==> config.mk <==
export PLATFORM = sky130hd
export DESIGN_NAME = dcsw_top
export DESIGN_NICKNAME = d
export VERILOG_FILES = /design/src/hw/dcsw_pkg.sv /design/src/hw/dcsw_status.sv /design/src/hw/dcsw_top.sv
export SDC_FILE = /design/constraint.sdc
export NUM_CORES = 1
export LEC_CHECK = 0
export ABC_AREA = 1
export ABC_CLOCK_PERIOD_IN_PS = 1300
export BUFFER_PORTS_ARGS = -buffer_cell sky130_fd_sc_hd__buf_2
export CORE_UTILIZATION = 40
export CTS_BUF_LIST = sky130_fd_sc_hd__clkbuf_8
export CTS_CLUSTER_DIAMETER = 30
export DETAILED_ROUTE_END_ITERATION = 6
export PLACE_DENSITY = 0.77
export SLEW_MARGIN = 20
export SYNTH_ARGS = -nofsm -noshare
export SYNTH_HDL_FRONTEND = slang
export SYNTH_SLANG_ARGS = --single-unit
==> constraint.sdc <==
create_clock -name clock_i -period 1.3 [get_ports clock_i]
set_input_delay 0.13 -clock clock_i [delete_from_list [all_inputs] [get_ports clock_i]]
set_output_delay 0.13 -clock clock_i [all_outputs]
set_load 0.01 [all_outputs]
==> src/hw/dcsw_pkg.sv <==
package dcsw_pkg;
  // Register byte offsets on the Avalon-MM slave
  localparam logic [3:0] DCSW_OFS_CMD = 4'h0;
  localparam logic [3:0] DCSW_OFS_STATE = 4'h4;
  localparam logic [3:0] DCSW_OFS_CFG = 4'h8;

  // Command word bit positions
  localparam int DCSW_C_PRESET_LO = 0;
  localparam int DCSW_C_PRESET_HI = 1;
  localparam int DCSW_C_RAMP_NOT_DC = 2;
  localparam int DCSW_C_NO_COAST = 3;
  localparam int DCSW_C_NO_QSTOP = 4;
  localparam int DCSW_C_NO_FREEZE = 5;
  localparam int DCSW_C_START = 6;
  localparam int DCSW_C_RESET = 7;
  localparam int DCSW_C_JOG = 8;
  localparam int DCSW_C_RAMP2 = 9;
  localparam int DCSW_C_VALID = 10;
  localparam int DCSW_C_RELAY1 = 11;
  localparam int DCSW_C_RELAY2 = 12;
  localparam int DCSW_C_SETUP_LO = 13;
  localparam int DCSW_C_SETUP_HI = 14;
  localparam int DCSW_C_REVERSE = 15;

  // State word bit positions
  localparam int DCSW_S_CTRL_READY = 0;
  localparam int DCSW_S_DRIVE_READY = 1;
  localparam int DCSW_S_ENABLE = 2;
  localparam int DCSW_S_TRIP = 3;
  localparam int DCSW_S_ERROR = 4;
  localparam int DCSW_S_UNUSED = 5;
  localparam int DCSW_S_TRIPLOCK = 6;
  localparam int DCSW_S_WARNING = 7;
  localparam int DCSW_S_SPEED_EQ = 8;
  localparam int DCSW_S_BUS_CTRL = 9;
  localparam int DCSW_S_FREQ_OK = 10;
  localparam int DCSW_S_IN_OP = 11;
  localparam int DCSW_S_OVERTEMP = 12;

  // Config register fields
  localparam int DCSW_F_RELAY1_SEL = 0;
  localparam int DCSW_F_RELAY2_SEL = 1;
  localparam int DCSW_F_MULTI_SETUP = 2;
  localparam int DCSW_F_REV_SRC_LO = 3;
  localparam int DCSW_F_LOCAL_SITE = 5;
  localparam int DCSW_F_SETUP_LO = 6;
  localparam int DCSW_CFG_BITS = 8;

  // Reset values
  localparam logic [15:0] DCSW_CMD_RESET = 16'h0000;
  localparam logic [7:0] DCSW_CFG_RESET = 8'h00;

  // Reversing source select
  typedef enum logic [1:0] {
    DCSW_REV_DIGITAL = 2'b00,
    DCSW_REV_BUS = 2'b01,
    DCSW_REV_OR = 2'b10,
    DCSW_REV_AND = 2'b11
  } dcsw_rev_src_type;

  // Bus slave states, one bit flips per step
  typedef enum logic {
    DCSW_BUS_IDLE = 1'b0,
    DCSW_BUS_ACK = 1'b1
  } dcsw_bus_state_type;
endpackage : dcsw_pkg

==> src/hw/dcsw_status.sv <==
`timescale 1ns/10ps
module dcsw_status
  import dcsw_pkg::*;
#(
  parameter int FREQ_W = 16
) (
  input wire logic clock_i,
  input wire logic rst_i,
  input wire logic tripped_i,
  input wire logic error_i,
  input wire logic triplock_i,
  input wire logic warning_i,
  input wire logic coast_active_i,
  input wire logic start_present_i,
  input wire logic bus_ctrl_ok_i,
  input wire logic overtemp_hold_i,
  input wire logic link_lost_i,
  input wire logic [FREQ_W-1:0] out_freq_i,
  input wire logic [FREQ_W-1:0] speed_ref_i,
  input wire logic [FREQ_W-1:0] freq_low_i,
  input wire logic [FREQ_W-1:0] freq_high_i,
  output logic [15:0] state_word_o
);
  logic [15:0] next_state_word;

  // Assemble the word; bits 13 to 15 are not reported here
  always_comb begin
    next_state_word = 16'h0000;
    next_state_word[DCSW_S_CTRL_READY] = ~tripped_i;
    next_state_word[DCSW_S_DRIVE_READY] = ~tripped_i & coast_active_i;
    next_state_word[DCSW_S_ENABLE] = ~coast_active_i;
    next_state_word[DCSW_S_TRIP] = tripped_i;
    next_state_word[DCSW_S_ERROR] = error_i;
    next_state_word[DCSW_S_UNUSED] = 1'b0;
    next_state_word[DCSW_S_TRIPLOCK] = triplock_i;
    next_state_word[DCSW_S_WARNING] = warning_i;
    next_state_word[DCSW_S_SPEED_EQ] = (out_freq_i == speed_ref_i);
    next_state_word[DCSW_S_BUS_CTRL] = bus_ctrl_ok_i;
    next_state_word[DCSW_S_FREQ_OK] = (out_freq_i > freq_low_i) &&
                                      (out_freq_i < freq_high_i);
    next_state_word[DCSW_S_IN_OP] = start_present_i | (|out_freq_i);
    next_state_word[DCSW_S_OVERTEMP] = overtemp_hold_i;
    // A dead option link must never leave stale good news behind
    if (link_lost_i) begin
      next_state_word = 16'h0000;
    end
  end

  // Registered so software reads a stable snapshot
  always_ff @(posedge clock_i) begin
    if (rst_i) begin
      state_word_o <= 16'h0000;
    end else begin
      state_word_o <= next_state_word;
    end
  end

  a_link_loss_zero: assert property (@(posedge clock_i) disable iff (rst_i)
    link_lost_i |=> state_word_o == 16'h0000)
    else $error("state word not cleared on link loss");

  a_trip_status_bits: assert property (@(posedge clock_i) disable iff (rst_i)
    (tripped_i && !link_lost_i) |=> (!state_word_o[0] && state_word_o[3]))
    else $error("trip not shown in state word");

  a_unused_bit_zero: assert property (@(posedge clock_i) disable iff (rst_i)
    !state_word_o[DCSW_S_UNUSED])
    else $error("unused state bit set");
endmodule : dcsw_status

==> src/hw/dcsw_top.sv <==
// Behaviour
// - Command bits 1:0 pick one of four presets
// - Bit 2 low gives DC brake then stop
// - Bit 3 low cuts output stage, coast
// - Bit 4 low ramps down with quick-stop time
// - Bit 5 low freezes output frequency
// - While frozen only coast or DC brake stop
// - Bit 6 low ramp stop, high permits start
// - Trip reset only on rising bit 7
// - Bit 8 high selects jog speed
// - Bit 9 chooses ramp pair one or two
// - Bit 10 low discards whole command word
// - Bits 11/12 drive relays when function selected
// - Bits 14:13 pick set-up in multi mode
// - Bit 15 reverses only for bus sources
// - State bit 0 ready, bit 1 coast-ready
// - State bit 2 shows motor enable
// - State bits 3, 4, 6 trip, error, lock
// - State bit 5 unused, bit 7 warning
// - State bit 8 speed equals reference
// - State bit 9 bus control possible
// - State bit 10 frequency within limits
// - State bit 11 running or start present
// - Link loss forces state word zero
// - State bit 12 overtemperature hold
//
// Chosen here: the Avalon-MM register port and the address map.
`timescale 1ns/10ps
module dcsw_top
  import dcsw_pkg::*;
#(
  parameter int FREQ_W = 16
) (
  input wire logic clock_i,
  input wire logic rst_i,
  // Avalon-MM slave
  input wire logic [3:0] address_i,
  input wire logic read_i,
  input wire logic write_i,
  input wire logic [31:0] writedata_i,
  output logic [31:0] readdata_o,
  output logic waitrequest_o,
  // Digital inputs and drive conditions
  input wire logic coast_din_i,
  input wire logic dcbrake_din_i,
  input wire logic reverse_din_i,
  input wire logic local_stop_i,
  input wire logic tripped_i,
  input wire logic error_i,
  input wire logic triplock_i,
  input wire logic warning_i,
  input wire logic overtemp_hold_i,
  input wire logic link_lost_i,
  input wire logic [FREQ_W-1:0] out_freq_i,
  input wire logic [FREQ_W-1:0] speed_ref_i,
  input wire logic [FREQ_W-1:0] freq_low_i,
  input wire logic [FREQ_W-1:0] freq_high_i,
  // Decoded drive commands
  output logic [1:0] preset_sel_o,
  output logic dc_brake_o,
  output logic coast_o,
  output logic quick_stop_o,
  output logic freeze_o,
  output logic ramp_stop_o,
  output logic start_enable_o,
  output logic trip_reset_o,
  output logic jog_o,
  output logic ramp2_sel_o,
  output logic relay1_o,
  output logic relay2_o,
  output logic [1:0] setup_sel_o,
  output logic reverse_o
);
  dcsw_bus_state_type bus_state;
  logic [15:0] cmd_word;
  logic [DCSW_CFG_BITS-1:0] cfg;
  logic [15:0] state_word;
  logic bus_locked;
  logic cmd_take;
  logic cfg_take;
  logic bus_done;
  logic coast_active;
  logic dc_active;
  logic qstop_req;
  logic rstop_req;
  logic [31:0] next_readdata;
  dcsw_rev_src_type rev_src;

  // Address match used by read mux and write strobes
  function automatic logic hit(input logic [3:0] addr, input logic [3:0] ofs);
    hit = (addr == ofs);
  endfunction : hit

  // Every request waits exactly one cycle; simple and fixed latency
  always_ff @(posedge clock_i) begin
    if (rst_i) begin
      bus_state <= DCSW_BUS_IDLE;
    end else begin
      unique case (bus_state)
        DCSW_BUS_IDLE: begin
          if (read_i || write_i) begin
            bus_state <= DCSW_BUS_ACK;
          end
        end
        DCSW_BUS_ACK: begin
          bus_state <= DCSW_BUS_IDLE;
        end
      endcase
    end
  end

  assign waitrequest_o = (read_i || write_i) && (bus_state == DCSW_BUS_IDLE);
  assign bus_done = (bus_state == DCSW_BUS_ACK);

  // Local stop or local reference site shuts out bus commands
  assign bus_locked = local_stop_i | cfg[DCSW_F_LOCAL_SITE];

  // A command lands only on a finished write with the valid bit set
  assign cmd_take = bus_done && write_i && hit(address_i, DCSW_OFS_CMD) &&
                    writedata_i[DCSW_C_VALID] && !bus_locked;
  assign cfg_take = bus_done && write_i && hit(address_i, DCSW_OFS_CFG);

  // Command word storage
  always_ff @(posedge clock_i) begin
    if (rst_i) begin
      cmd_word <= DCSW_CMD_RESET;
    end else if (cmd_take) begin
      cmd_word <= writedata_i[15:0];
    end
  end

  // Configuration storage
  always_ff @(posedge clock_i) begin
    if (rst_i) begin
      cfg <= DCSW_CFG_RESET;
    end else if (cfg_take) begin
      cfg <= writedata_i[DCSW_CFG_BITS-1:0];
    end
  end

  // Trip reset pulse; compare against the previously accepted word
  always_ff @(posedge clock_i) begin
    if (rst_i) begin
      trip_reset_o <= 1'b0;
    end else begin
      trip_reset_o <= cmd_take && writedata_i[DCSW_C_RESET] &&
                      !cmd_word[DCSW_C_RESET];
    end
  end

  // Stop sources; coast and DC brake combine bus and digital inputs
  assign coast_active = !cmd_word[DCSW_C_NO_COAST] || coast_din_i;
  assign dc_active = !cmd_word[DCSW_C_RAMP_NOT_DC] || dcbrake_din_i;
  assign qstop_req = !cmd_word[DCSW_C_NO_QSTOP];
  assign rstop_req = !cmd_word[DCSW_C_START];
  assign rev_src = dcsw_rev_src_type'(cfg[DCSW_F_REV_SRC_LO +: 2]);

  // Decoded commands; registered so the drive sees clean levels
  always_ff @(posedge clock_i) begin
    if (rst_i) begin
      preset_sel_o <= 2'h0;
      dc_brake_o <= 1'b0;
      coast_o <= 1'b1;
      quick_stop_o <= 1'b0;
      freeze_o <= 1'b0;
      ramp_stop_o <= 1'b0;
      start_enable_o <= 1'b0;
      jog_o <= 1'b0;
      ramp2_sel_o <= 1'b0;
    end else begin
      preset_sel_o <= cmd_word[DCSW_C_PRESET_HI:DCSW_C_PRESET_LO];
      dc_brake_o <= dc_active;
      coast_o <= coast_active;
      freeze_o <= !cmd_word[DCSW_C_NO_FREEZE];
      // Frozen output ignores quick and ramp stops
      quick_stop_o <= qstop_req && cmd_word[DCSW_C_NO_FREEZE];
      ramp_stop_o <= rstop_req && cmd_word[DCSW_C_NO_FREEZE];
      start_enable_o <= !rstop_req && !coast_active && !dc_active &&
                        !qstop_req;
      jog_o <= cmd_word[DCSW_C_JOG];
      ramp2_sel_o <= cmd_word[DCSW_C_RAMP2];
    end
  end

  // Relays follow the word only when their function selects it
  always_ff @(posedge clock_i) begin
    if (rst_i) begin
      relay1_o <= 1'b0;
      relay2_o <= 1'b0;
    end else begin
      if (cfg[DCSW_F_RELAY1_SEL]) begin
        relay1_o <= cmd_word[DCSW_C_RELAY1];
      end
      if (cfg[DCSW_F_RELAY2_SEL]) begin
        relay2_o <= cmd_word[DCSW_C_RELAY2];
      end
    end
  end

  // Set-up choice: bus bits in multi mode, else the fixed field
  always_ff @(posedge clock_i) begin
    if (rst_i) begin
      setup_sel_o <= 2'h0;
    end else if (cfg[DCSW_F_MULTI_SETUP]) begin
      setup_sel_o <= cmd_word[DCSW_C_SETUP_HI:DCSW_C_SETUP_LO];
    end else begin
      setup_sel_o <= cfg[DCSW_F_SETUP_LO +: 2];
    end
  end

  // Reversing source gates the bus bit against the digital input
  always_ff @(posedge clock_i) begin
    if (rst_i) begin
      reverse_o <= 1'b0;
    end else begin
      unique case (rev_src)
        DCSW_REV_DIGITAL: reverse_o <= reverse_din_i;
        DCSW_REV_BUS: reverse_o <= cmd_word[DCSW_C_REVERSE];
        DCSW_REV_OR: reverse_o <= cmd_word[DCSW_C_REVERSE] | reverse_din_i;
        DCSW_REV_AND: reverse_o <= cmd_word[DCSW_C_REVERSE] & reverse_din_i;
      endcase
    end
  end

  // Status word assembly
  dcsw_status #(
    .FREQ_W(FREQ_W)
  ) u_status (
    .clock_i(clock_i),
    .rst_i(rst_i),
    .tripped_i(tripped_i),
    .error_i(error_i),
    .triplock_i(triplock_i),
    .warning_i(warning_i),
    .coast_active_i(coast_active),
    .start_present_i(start_enable_o),
    .bus_ctrl_ok_i(!bus_locked),
    .overtemp_hold_i(overtemp_hold_i),
    .link_lost_i(link_lost_i),
    .out_freq_i(out_freq_i),
    .speed_ref_i(speed_ref_i),
    .freq_low_i(freq_low_i),
    .freq_high_i(freq_high_i),
    .state_word_o(state_word)
  );

  // Read mux; command word is write-only and reads zero
  always_comb begin
    next_readdata = 32'h0000_0000;
    if (hit(address_i, DCSW_OFS_STATE)) begin
      next_readdata = {16'h0000, state_word};
    end else if (hit(address_i, DCSW_OFS_CFG)) begin
      next_readdata = {{(32 - DCSW_CFG_BITS){1'b0}}, cfg};
    end
  end

  // Captured in the waiting cycle so data stands at the release edge
  always_ff @(posedge clock_i) begin
    if (rst_i) begin
      readdata_o <= 32'h0000_0000;
    end else if (read_i && bus_state == DCSW_BUS_IDLE) begin
      readdata_o <= next_readdata;
    end
  end

  a_bus_one_wait: assert property (@(posedge clock_i) disable iff (rst_i)
    (write_i || read_i) && waitrequest_o |=> !waitrequest_o)
    else $error("waitrequest held longer than one cycle");

  a_invalid_word_ignored: assert property (@(posedge clock_i) disable iff (rst_i)
    (bus_done && write_i && hit(address_i, DCSW_OFS_CMD) && !writedata_i[DCSW_C_VALID])
    |=> $stable(cmd_word))
    else $error("command word taken with valid bit low");

  a_preset_follows: assert property (@(posedge clock_i) disable iff (rst_i)
    cmd_take |=> ##1 preset_sel_o == $past(writedata_i[1:0], 2))
    else $error("preset select does not follow command");

  a_coast_cuts_output: assert property (@(posedge clock_i) disable iff (rst_i)
    (cmd_take && !writedata_i[DCSW_C_NO_COAST]) |=> ##1 (coast_o && !start_enable_o))
    else $error("coast bit did not cut output");

  a_reset_edge_only: assert property (@(posedge clock_i) disable iff (rst_i)
    trip_reset_o |-> $past(cmd_take) && $past(!cmd_word[DCSW_C_RESET])
    ##1 !trip_reset_o)
    else $error("trip reset without rising edge or too long");

  a_freeze_blocks_stops: assert property (@(posedge clock_i) disable iff (rst_i)
    freeze_o |-> (!quick_stop_o && !ramp_stop_o))
    else $error("quick or ramp stop while frozen");

  a_reverse_digital: assert property (@(posedge clock_i) disable iff (rst_i)
    (rev_src == DCSW_REV_DIGITAL) |=> reverse_o == $past(reverse_din_i))
    else $error("reverse not from digital input");

  a_local_blocks_bus: assert property (@(posedge clock_i) disable iff (rst_i)
    bus_locked |-> !cmd_take)
    else $error("bus command accepted while local");

  a_relay_gated: assert property (@(posedge clock_i) disable iff (rst_i)
    !cfg[DCSW_F_RELAY1_SEL] |=> $stable(relay1_o))
    else $error("relay moved without function select");

  // Decoded levels show two edges after the write that carried them
  a_dc_brake_bit: assert property (@(posedge clock_i) disable iff (rst_i)
    (cmd_take && !writedata_i[DCSW_C_RAMP_NOT_DC]) |=> ##1 dc_brake_o)
    else $error("DC brake bit did not brake");

  a_quick_stop_bit: assert property (@(posedge clock_i) disable iff (rst_i)
    (cmd_take && !writedata_i[DCSW_C_NO_QSTOP] && writedata_i[DCSW_C_NO_FREEZE])
    |=> ##1 quick_stop_o)
    else $error("quick stop bit did not stop");

  a_freeze_follows: assert property (@(posedge clock_i) disable iff (rst_i)
    cmd_take |=> ##1 freeze_o == !$past(writedata_i[DCSW_C_NO_FREEZE], 2))
    else $error("freeze does not follow command");

  a_ramp_stop_bit: assert property (@(posedge clock_i) disable iff (rst_i)
    (cmd_take && !writedata_i[DCSW_C_START] && writedata_i[DCSW_C_NO_FREEZE])
    |=> ##1 (ramp_stop_o && !start_enable_o))
    else $error("ramp stop bit did not stop");

  a_trip_pulse_edge: assert property (@(posedge clock_i) disable iff (rst_i)
    (cmd_take && writedata_i[DCSW_C_RESET] && !cmd_word[DCSW_C_RESET]) |=> trip_reset_o)
    else $error("rising reset bit gave no pulse");

  a_jog_ramp_follow: assert property (@(posedge clock_i) disable iff (rst_i)
    cmd_take |=> ##1 {jog_o, ramp2_sel_o} ==
      {$past(writedata_i[DCSW_C_JOG], 2), $past(writedata_i[DCSW_C_RAMP2], 2)})
    else $error("jog or ramp pair does not follow command");

  a_relay2_gated: assert property (@(posedge clock_i) disable iff (rst_i)
    !cfg[DCSW_F_RELAY2_SEL] |=> $stable(relay2_o))
    else $error("relay two moved without function select");

  a_setup_multi: assert property (@(posedge clock_i) disable iff (rst_i)
    cfg[DCSW_F_MULTI_SETUP] |=>
      setup_sel_o == $past(cmd_word[DCSW_C_SETUP_HI:DCSW_C_SETUP_LO]))
    else $error("set-up not taken from command in multi mode");

  a_reverse_bus: assert property (@(posedge clock_i) disable iff (rst_i)
    (rev_src == DCSW_REV_BUS) |=> reverse_o == $past(cmd_word[DCSW_C_REVERSE]))
    else $error("reverse not from bus bit");

  c_trip_reset: cover property (@(posedge clock_i) disable iff (rst_i) trip_reset_o);
  c_frozen_run: cover property (@(posedge clock_i) disable iff (rst_i)
    freeze_o && start_enable_o);
  c_reverse_bus: cover property (@(posedge clock_i) disable iff (rst_i)
    rev_src == DCSW_REV_BUS && reverse_o);
  c_frozen_coast: cover property (@(posedge clock_i) disable iff (rst_i)
    freeze_o && coast_o);
  c_local_refused: cover property (@(posedge clock_i) disable iff (rst_i)
    bus_done && write_i && bus_locked);
endmodule : dcsw_top

==> results.py, run 1 <==
metrics = {
    "hold_path": {
        "hp-class": "input port to flop",
    },
    "place": {
        "hpwl_mm": 7.08,
        "io_buffers": 127,
        "dp.cells": 735,
        "gp_congestion": 0.893,
        "dpl_cell_area_um2": 4330,
    },
    "floorplan": {
        "fp.dieH_um": 96.2,
        "die_w_um": 96.2,
        "num_rows": 34,
        "io_pins": 163,
        "dieArea_um2": 9260,
        "core_area_um2": 8680,
        "start_util_pct": 40.9,
    },
    "timing": {
        "report.final.slew_viol_count": 0,
        "finalHoldViolCount": 0,
        "fin_worst_skew_ns": 0.00335,
        "max_freq_ghz": 0.803,
        "min_period_over_period_pct": 95.8,
        "setup_viol_count_final": 0,
        "post-route-min-period_ns": 1.25,
        "whs_ns": 0.0194,
    },
    "yosys": {
        "synth_mux_area_share_pct": 0,
        "synth.avg_cell_area_um2": 7.18,
        "yosysWarnings": 0,
        "synthXorXnorAreaFrac_pct": 1.48,
        "syn-instance-count": 495,
        "netlist-cell-type-count": 34,
        "ys.flop_type": "dfxtp_1",
        "synth-simple-area-share_pct": 21.3,
        "synth_adder_area_share_pct": 10.9,
        "synth_compound_area_share_pct": 14.0,
        "synth-edff-count": 0,
        "synthArstFlopShare_pct": 0,
        "synth_top_family_by_area": "simple AND/OR/NAND/NOR gates",
        "seq_area_frac_synth_pct": 36.6,
        "synth_seq_cells": 65,
        "syn_area_um2": 3550,
    },
    "drt": {
        "first_pass_iters": 5,
        "ant_nets": 0,
        "wl_per_cell_um": 11.9,
        "wl_mm": 8.98,
        "dr_total_vias": 3561,
        "viasPerCell": 4.71,
        "remaining_drc_errors": 0,
        "detail_route.iter0.violations": 120,
    },
    "final_layout": {
        "design_area_um2": 4600,
        "layout_commonest_cell": "buf_2",
        "postLayoutCoreUtil_pct": 53.0,
        "final_cell_mix": "128 x buf_2, 87 x inv_1, 74 x nor2_1, 71 x nand2_1, 64 x dfxtp_1",
        "antennaDiodeCount": 0,
        "nFillCells": 827,
        "fin_cells": 756,
        "drive_gt1_share_pct": 28.7,
        "nNetsFinal": 789,
        "syn_to_final_growth_pct": 29.6,
    },
    "clock_tree": {
        "cts_buffers": 9,
        "clk_path_buf_depth": 2,
        "tritoncts": "yes",
        "clock-sinks": 65,
        "path_clk_slew_ns": 0.07,
        "clk_latency_ns": 0.33,
        "h-tree-depth": 3,
        "cts-root-buf": "clkbuf_8",
    },
    "grt": {
        "grt_max_degree": 35,
        "grt_pass1_wl_mm": 13.8,
        "grt_pass1_vias": 3295,
        "gr-total-overflow": 0,
        "track_usage_pct": 19.4,
        "antenna_found_initial": 0,
    },
    "setup_path": {
        "crit_type": "flop to flop",
        "path_max_fanout": 7,
        "r2r_end": "cmd_word[12]$_SDFFE_PP0N_",
        "r2r_setup_slack_ns": 0.05,
        "cp-startpoint": "cfg[5]$_SDFFE_PP0P_",
        "crit_path_start_kind": "flop",
        "arrival_ns": 1.48,
        "cp-end-kind": "flop",
        "r2r_cells": 6,
        "crit_end": "cmd_word[12]$_SDFFE_PP0N_",
        "critPathRequiredTime_ns": 1.53,
        "worstReg2RegStart": "cfg[5]$_SDFFE_PP0P_",
    },
    "power": {
        "p_per_area_nw_per_um2": 935,
        "power_switching_mw": 1.20,
        "p_int_mw": 3.11,
        "ir_drop_mv": 0.530,
        "sequentialPowerShare_pct": 48.0,
        "power_switching_share_pct": 27.8,
        "report.power.total_mw": 4.30,
        "p_leak_nw": 2.48,
        "clockPowerShare_pct": 33.7,
        "p_comb_share_pct": 18.3,
    },
    "run": {
        "drv_cap": 0,
    },
    "status": {
        "status": "completed",
    },
}
-- registers in the layout, indices dropped and copies added, names as in the netlist, 2 cells and up --
name,count
cfg,8
cmd_word,15
preset_sel_o,2
readdata_o,13
setup_sel_o,2
u_status.state_word_o,12
-- critical path, cell delays in order, from the launching register on --
cell	delay, ns
dfxtp_2	0.33
or2_4	0.24
nor2_4	0.12
nand2_4	0.10
buf_2	0.19
o21ai_1	0.12
nor2_1	0.05
-- power by group through the flow --
stage	sequential (mW)	clock, mW	combinational [mW]
6_report	2.07	1.45	0.786
5_1_grt	2.07	1.55	0.895
4_1_cts	2.07	1.48	0.763
3_5_place_dp	2.11	0	0.754
3_3_place_gp	2.11	0	0.723
2_1_floorplan	2.13	0	0.432
-- stage by stage --
stage,setup WS (ns),TNS (ns)
2_1_floorplan,0.153,0
3_3_place_gp,0.0278,0
3_5_place_dp,0.00122,0
4_1_cts,0.0114,0
5_1_grt,-0.0240,-0.107
6_report,0.0546,0
-- cell usage after synthesis (3+ instances only) --
master,instances,area (um2)
nand3_1,4,20.0
nand2_1,71,267
nor2_1,75,282
a21oi_1,37,185
dfxtp_1,65,1300
or2_2,3,18.8
o21ai_2,4,35.0
buf_2,3,15.0
o21ai_0,37,185
clkbuf_1,4,15.0
ha_1,31,388
o21ai_1,11,55.1
nor3_1,12,60.1
buf_6,4,45.0
inv_1,85,319
inv_2,4,15.0
xor2_1,4,35.0
buf_4,19,143
nand4_1,5,31.3
-- layout make-up --
type / count / area, um2 / share of cell area [%]
Timing Repair Buffer: 150 / 863 / 18.8
Clock buffer: 10 / 138 / 2.99
Tap cell: 108 / 135 / 2.94
Clock inverter: 5 / 25.0 / 0.544
Sequential cell: 65 / 1300 / 28.3
Multi-Input combinational cell: 329 / 1800 / 39.2
Inverter: 89 / 337 / 7.31
-- metal layers --
layer / share of wire [%] / GRT usage (%)
met1: 41 / 22.1
met3: 5.9 / 2.61
met2: 51 / 35.0
met4: 2.9 / 9.95
met5: 0 / 0
-- cells by family (layout without fill, tap and decap cells) --
kind of cell               after synthesis  count (layout)
and+or+nand+nor                        179             179
adders and majority gates               31              31
AOI/OAI and AO/OA                       94              94
xor gates and xnor gates                 6               6
other                                    1              19
DFF                                     65              65
buffers and inverters                  119             254
-- worst min path at each step --
| stage | startpoint | end | slack [ns] | cells past startpoint |
|---|---|---|---|---|
| 3_3_place_gp | link_lost_i | u_status.state_word_o[2]$_SDFF_PP0_ | 0.33 | 2 |
| 5_1_grt | writedata_i[12] | cmd_word[12]$_SDFFE_PP0N_ | 0.04 | 3 |
| 3_5_place_dp | link_lost_i | u_status.state_word_o[2]$_SDFF_PP0_ | 0.34 | 2 |
| 6_report | triplock_i | u_status.state_word_o[6]$_SDFF_PP0_ | 0.02 | 3 |
| 2_1_floorplan | tripped_i | u_status.state_word_o[0]$_SDFF_PP0_ | 0.20 | 1 |
| 4_1_cts | triplock_i | u_status.state_word_o[6]$_SDFF_PP0_ | 0.01 | 3 |
-- what timing repair did --
action                                 in CTS  in global routing
buffers inserted                            0                  3
gates resized for setup                     0                 15
setup endpoints to repair                   0                 18
hold buffers                                2                  0
endpoints found under the hold margin       3                  0
(Power assumes the default switching activity.)
==> run 2: changes to the inputs <==
--- a/config.mk
+++ b/config.mk
@@ -5,14 +5,13 @@
 export SDC_FILE = /design/constraint.sdc
 export NUM_CORES = 1
 export LEC_CHECK = 0
-export ABC_AREA = 1
 export ABC_CLOCK_PERIOD_IN_PS = 1300
 export BUFFER_PORTS_ARGS = -buffer_cell sky130_fd_sc_hd__buf_2
 export CORE_UTILIZATION = 40
 export CTS_BUF_LIST = sky130_fd_sc_hd__clkbuf_8
 export CTS_CLUSTER_DIAMETER = 30
 export DETAILED_ROUTE_END_ITERATION = 6
-export PLACE_DENSITY = 0.77
+export PLACE_DENSITY = 0.78
 export SLEW_MARGIN = 20
 export SYNTH_ARGS = -nofsm -noshare
 export SYNTH_HDL_FRONTEND = slang
==> run 2 against run 1 <==
Total power is 7.5% higher. First-iteration DRC count is 33% lower. Setup slack better by 0.0063 ns. Non-clock buffer count is 15 higher. Synthesized area is 3.9% lower. Design area grew 0.27%. Routed wire length shrank 2.0%. Count of clock-buffer cells in the layout unchanged. Combinational power fell by 4.7%. Clock skew up 0.0042 ns. Fmax up 0.51%. Utilization increased by 3.1 points. Largest power group unchanged.
==> results.py, run 2 <==
metrics = {
    "status": {
        "status": "completed",
    },
    "clock_tree": {
        "cts_setup_buffers": 0,
        "cts-root-buf": "clkbuf_8",
        "path_clk_slew_ns": 0.07,
        "cts_buffers": 9,
        "h-tree-depth": 3,
        "tritoncts": "yes",
        "clk_latency_ns": 0.34,
        "clk_path_buf_depth": 2,
        "clock-sinks": 65,
    },
    "final_layout": {
        "largest_reg_flops": 15,
        "design_area_um2": 4610,
        "nFillCells": 772,
        "postLayoutCoreUtil_pct": 56.2,
        "antennaDiodeCount": 0,
        "drive_gt1_share_pct": 36.5,
        "regArea_um2": 1300,
        "reg_top3": "cmd_word (15), readdata_o (13), u_status.state_word_o (12)",
        "syn_to_final_growth_pct": 35.2,
        "layout_commonest_cell": "buf_2",
        "nNetsFinal": 700,
        "multiInputGateArea_um2": 1870,
        "final_cell_mix": "126 x buf_2, 65 x dfxtp_1, 35 x inv_1, 35 x nor2_1, 34 x nand2_1",
        "largest_register": "cmd_word",
    },
    "power": {
        "p_int_mw": 3.49,
        "p_per_area_nw_per_um2": 1000,
        "sequentialPowerShare_pct": 44.2,
        "p_leak_nw": 2.22,
        "p_comb_share_pct": 16.2,
        "ir_drop_mv": 0.430,
        "power_switching_share_pct": 24.5,
        "clockPowerShare_pct": 39.6,
        "power_switching_mw": 1.13,
        "report.power.total_mw": 4.63,
    },
    "timing": {
        "min_period_over_period_pct": 95.3,
        "setup_viol_count_final": 0,
        "finalWorstSetupSlack_ns": 0.0609,
        "finalSetupTns_ns": 0,
        "finalHoldViolCount": 0,
        "fin_worst_skew_ns": 0.00755,
        "report.final.slew_viol_count": 0,
        "max_freq_ghz": 0.807,
        "post-route-min-period_ns": 1.24,
    },
    "yosys": {
        "synth.avg_cell_area_um2": 8.64,
        "syn-instance-count": 395,
        "netlist-cell-type-count": 38,
        "synth_largest_area_cell": "dfxtp_1",
        "yosysWarnings": 0,
        "synth_area_leaders": "dfxtp_1 38%, ha_1 11%, buf_4 4.6%",
        "ys.flop_type": "dfxtp_1",
        "seq_area_frac_synth_pct": 38.1,
        "syn_area_um2": 3410,
        "synth_top_area_share_pct": 38.1,
        "synth-edff-count": 0,
        "synth_seq_cells": 65,
        "synthArstFlopShare_pct": 0,
        "synth_common_cells": "65 x dfxtp_1, 37 x nor2_1, 34 x nand2_1",
        "synth.most_common_cell": "dfxtp_1",
    },
    "grt": {
        "grt_pass1_wl_mm": 14.0,
        "grt_use_met1_pct": 23.0,
        "antenna_found_initial": 0,
        "top_usage_layer": "met2",
        "gr-total-overflow": 0,
        "grtUsageMet3_pct": 4.19,
        "use_met2_pct": 37.7,
        "grt_pass1_vias": 3098,
        "grt_max_degree": 40,
        "track_usage_pct": 20.5,
    },
    "place": {
        "hpwl_mm": 7.09,
        "gp_congestion": 0.882,
        "io_buffers": 127,
        "dpl_cell_area_um2": 4310,
        "dp_slack_ns": -0.240,
    },
    "setup_path": {
        "r2r_cells": 5,
        "arrival_ns": 1.49,
        "crit_type": "input port to flop",
        "r2r_setup_slack_ns": 0.07,
        "critPathRequiredTime_ns": 1.55,
        "cp-end-kind": "flop",
        "r2r_end": "cmd_word[1]$_SDFFE_PP0N_",
        "path_max_fanout": 4,
        "worstReg2RegStart": "cfg[5]$_SDFFE_PP0P_",
        "crit_path_start_kind": "input port",
    },
    "drt": {
        "wl_per_cell_um": 13.3,
        "remaining_drc_errors": 0,
        "detail_route.iter0.violations": 81,
        "first_pass_iters": 4,
        "dr_total_vias": 3201,
        "ant_nets": 0,
        "viasPerCell": 4.82,
        "wl_mm": 8.80,
    },
    "floorplan": {
        "io_pins": 163,
        "dieArea_um2": 8900,
        "num_rows": 33,
        "die_w_um": 94.4,
        "core_area_um2": 8220,
        "start_util_pct": 41.5,
        "fp.dieH_um": 94.4,
    },
    "hold_path": {
        "whs_path_depth": 3,
        "hold_start": "writedata_i[14]",
        "min_delay_worst_endpoint": "cmd_word[14]$_SDFFE_PP0N_",
        "hp-class": "input port to flop",
    },
    "run": {
        "drv_cap": 0,
    },
}
[run 2: kinds of logic (layout without fill, tap and decap cells)]
kind of cell | Yosys count | count (layout) | share of synthesized area [%]
mux | 12 | 12 | 3.52
compound gates | 58 | 58 | 11.3
simple gates | 145 | 145 | 21.3
buf+inv | 67 | 213 | 10.2
flops | 65 | 65 | 38.1
xor+xnor | 16 | 16 | 4.11
fa+ha+maj | 31 | 31 | 11.4
other cells | 1 | 19 | 0.110
[run 2: power by group through the flow]
| stage | clock network (mW) | logic (mW) | registers (mW) |
|---|---|---|---|
| after floorplan | 0 | 0.371 | 2.10 |
| after global placement | 0 | 0.703 | 2.09 |
| after detailed placement | 0 | 0.719 | 2.09 |
| after CTS | 1.87 | 0.739 | 2.04 |
| after global routing | 1.95 | 0.841 | 2.05 |
| final | 1.83 | 0.749 | 2.04 |
[run 2: how the worst max path moves through the flow]
stage / from / endpoint / slack, ns / cells after the start
after CTS: bus_done$_SDFF_PP0_ / cmd_word[1]$_SDFFE_PP0N_ / 0.02 / 5
after floorplan: freq_low_i[14] / u_status.state_word_o[10]$_SDFF_PP0_ / 0.02 / 6
final: out_freq_i[1] / u_status.state_word_o[10]$_SDFF_PP0_ / 0.06 / 6
after global routing: out_freq_i[14] / u_status.state_word_o[10]$_SDFF_PP0_ / -0.001 / 8
after detailed placement: out_freq_i[15] / u_status.state_word_o[10]$_SDFF_PP0_ / -0.24 / 6
after global placement: out_freq_i[15] / u_status.state_word_o[10]$_SDFF_PP0_ / -0.16 / 6
[run 2: critical path, stage by stage]
cell       delay (ns)
buf_2            0.13
ha_1             0.28
a21boi_0         0.14
o41ai_1          0.42
o2111ai_2        0.16
a211oi_2         0.24
[run 2: cell type report]
class,instances,area share [%]
Tap cell,105,2.85
Multi-Input combinational cell,281,40.5
Clock buffer,10,2.98
Timing Repair Buffer,165,21.2
Clock inverter,5,1.57
Sequential cell,65,28.2
Inverter,33,2.68
[run 2: timing repair]
item | 4_1_cts | 5_1_grt
setup endpoints to repair | 1 | 5
resized for setup | 1 | 9
hold buffers | 7 | 0
endpoints found under the hold margin | 8 | 0
pin swaps | 0 | 2
[run 2: layer usage]
metal | wire (um) | vias up
met4 | 211 | 0
met3 | 498 | 17
li1 | - | 1613
met5 | 0 | -
met2 | 4450 | 131
met1 | 3640 | 1440
[run 2: stage by stage]
| step | cells | hold WS (ns) |
|---|---|---|
| 5_1_grt | 664 | 0.0212 |
| 3_5_place_dp | 643 | 0.339 |
| 6_report | 664 | 0.0315 |
| 4_1_cts | 665 | 0.0197 |
| 2_1_floorplan | 413 | 0.202 |
| 3_3_place_gp | 643 | 0.337 |
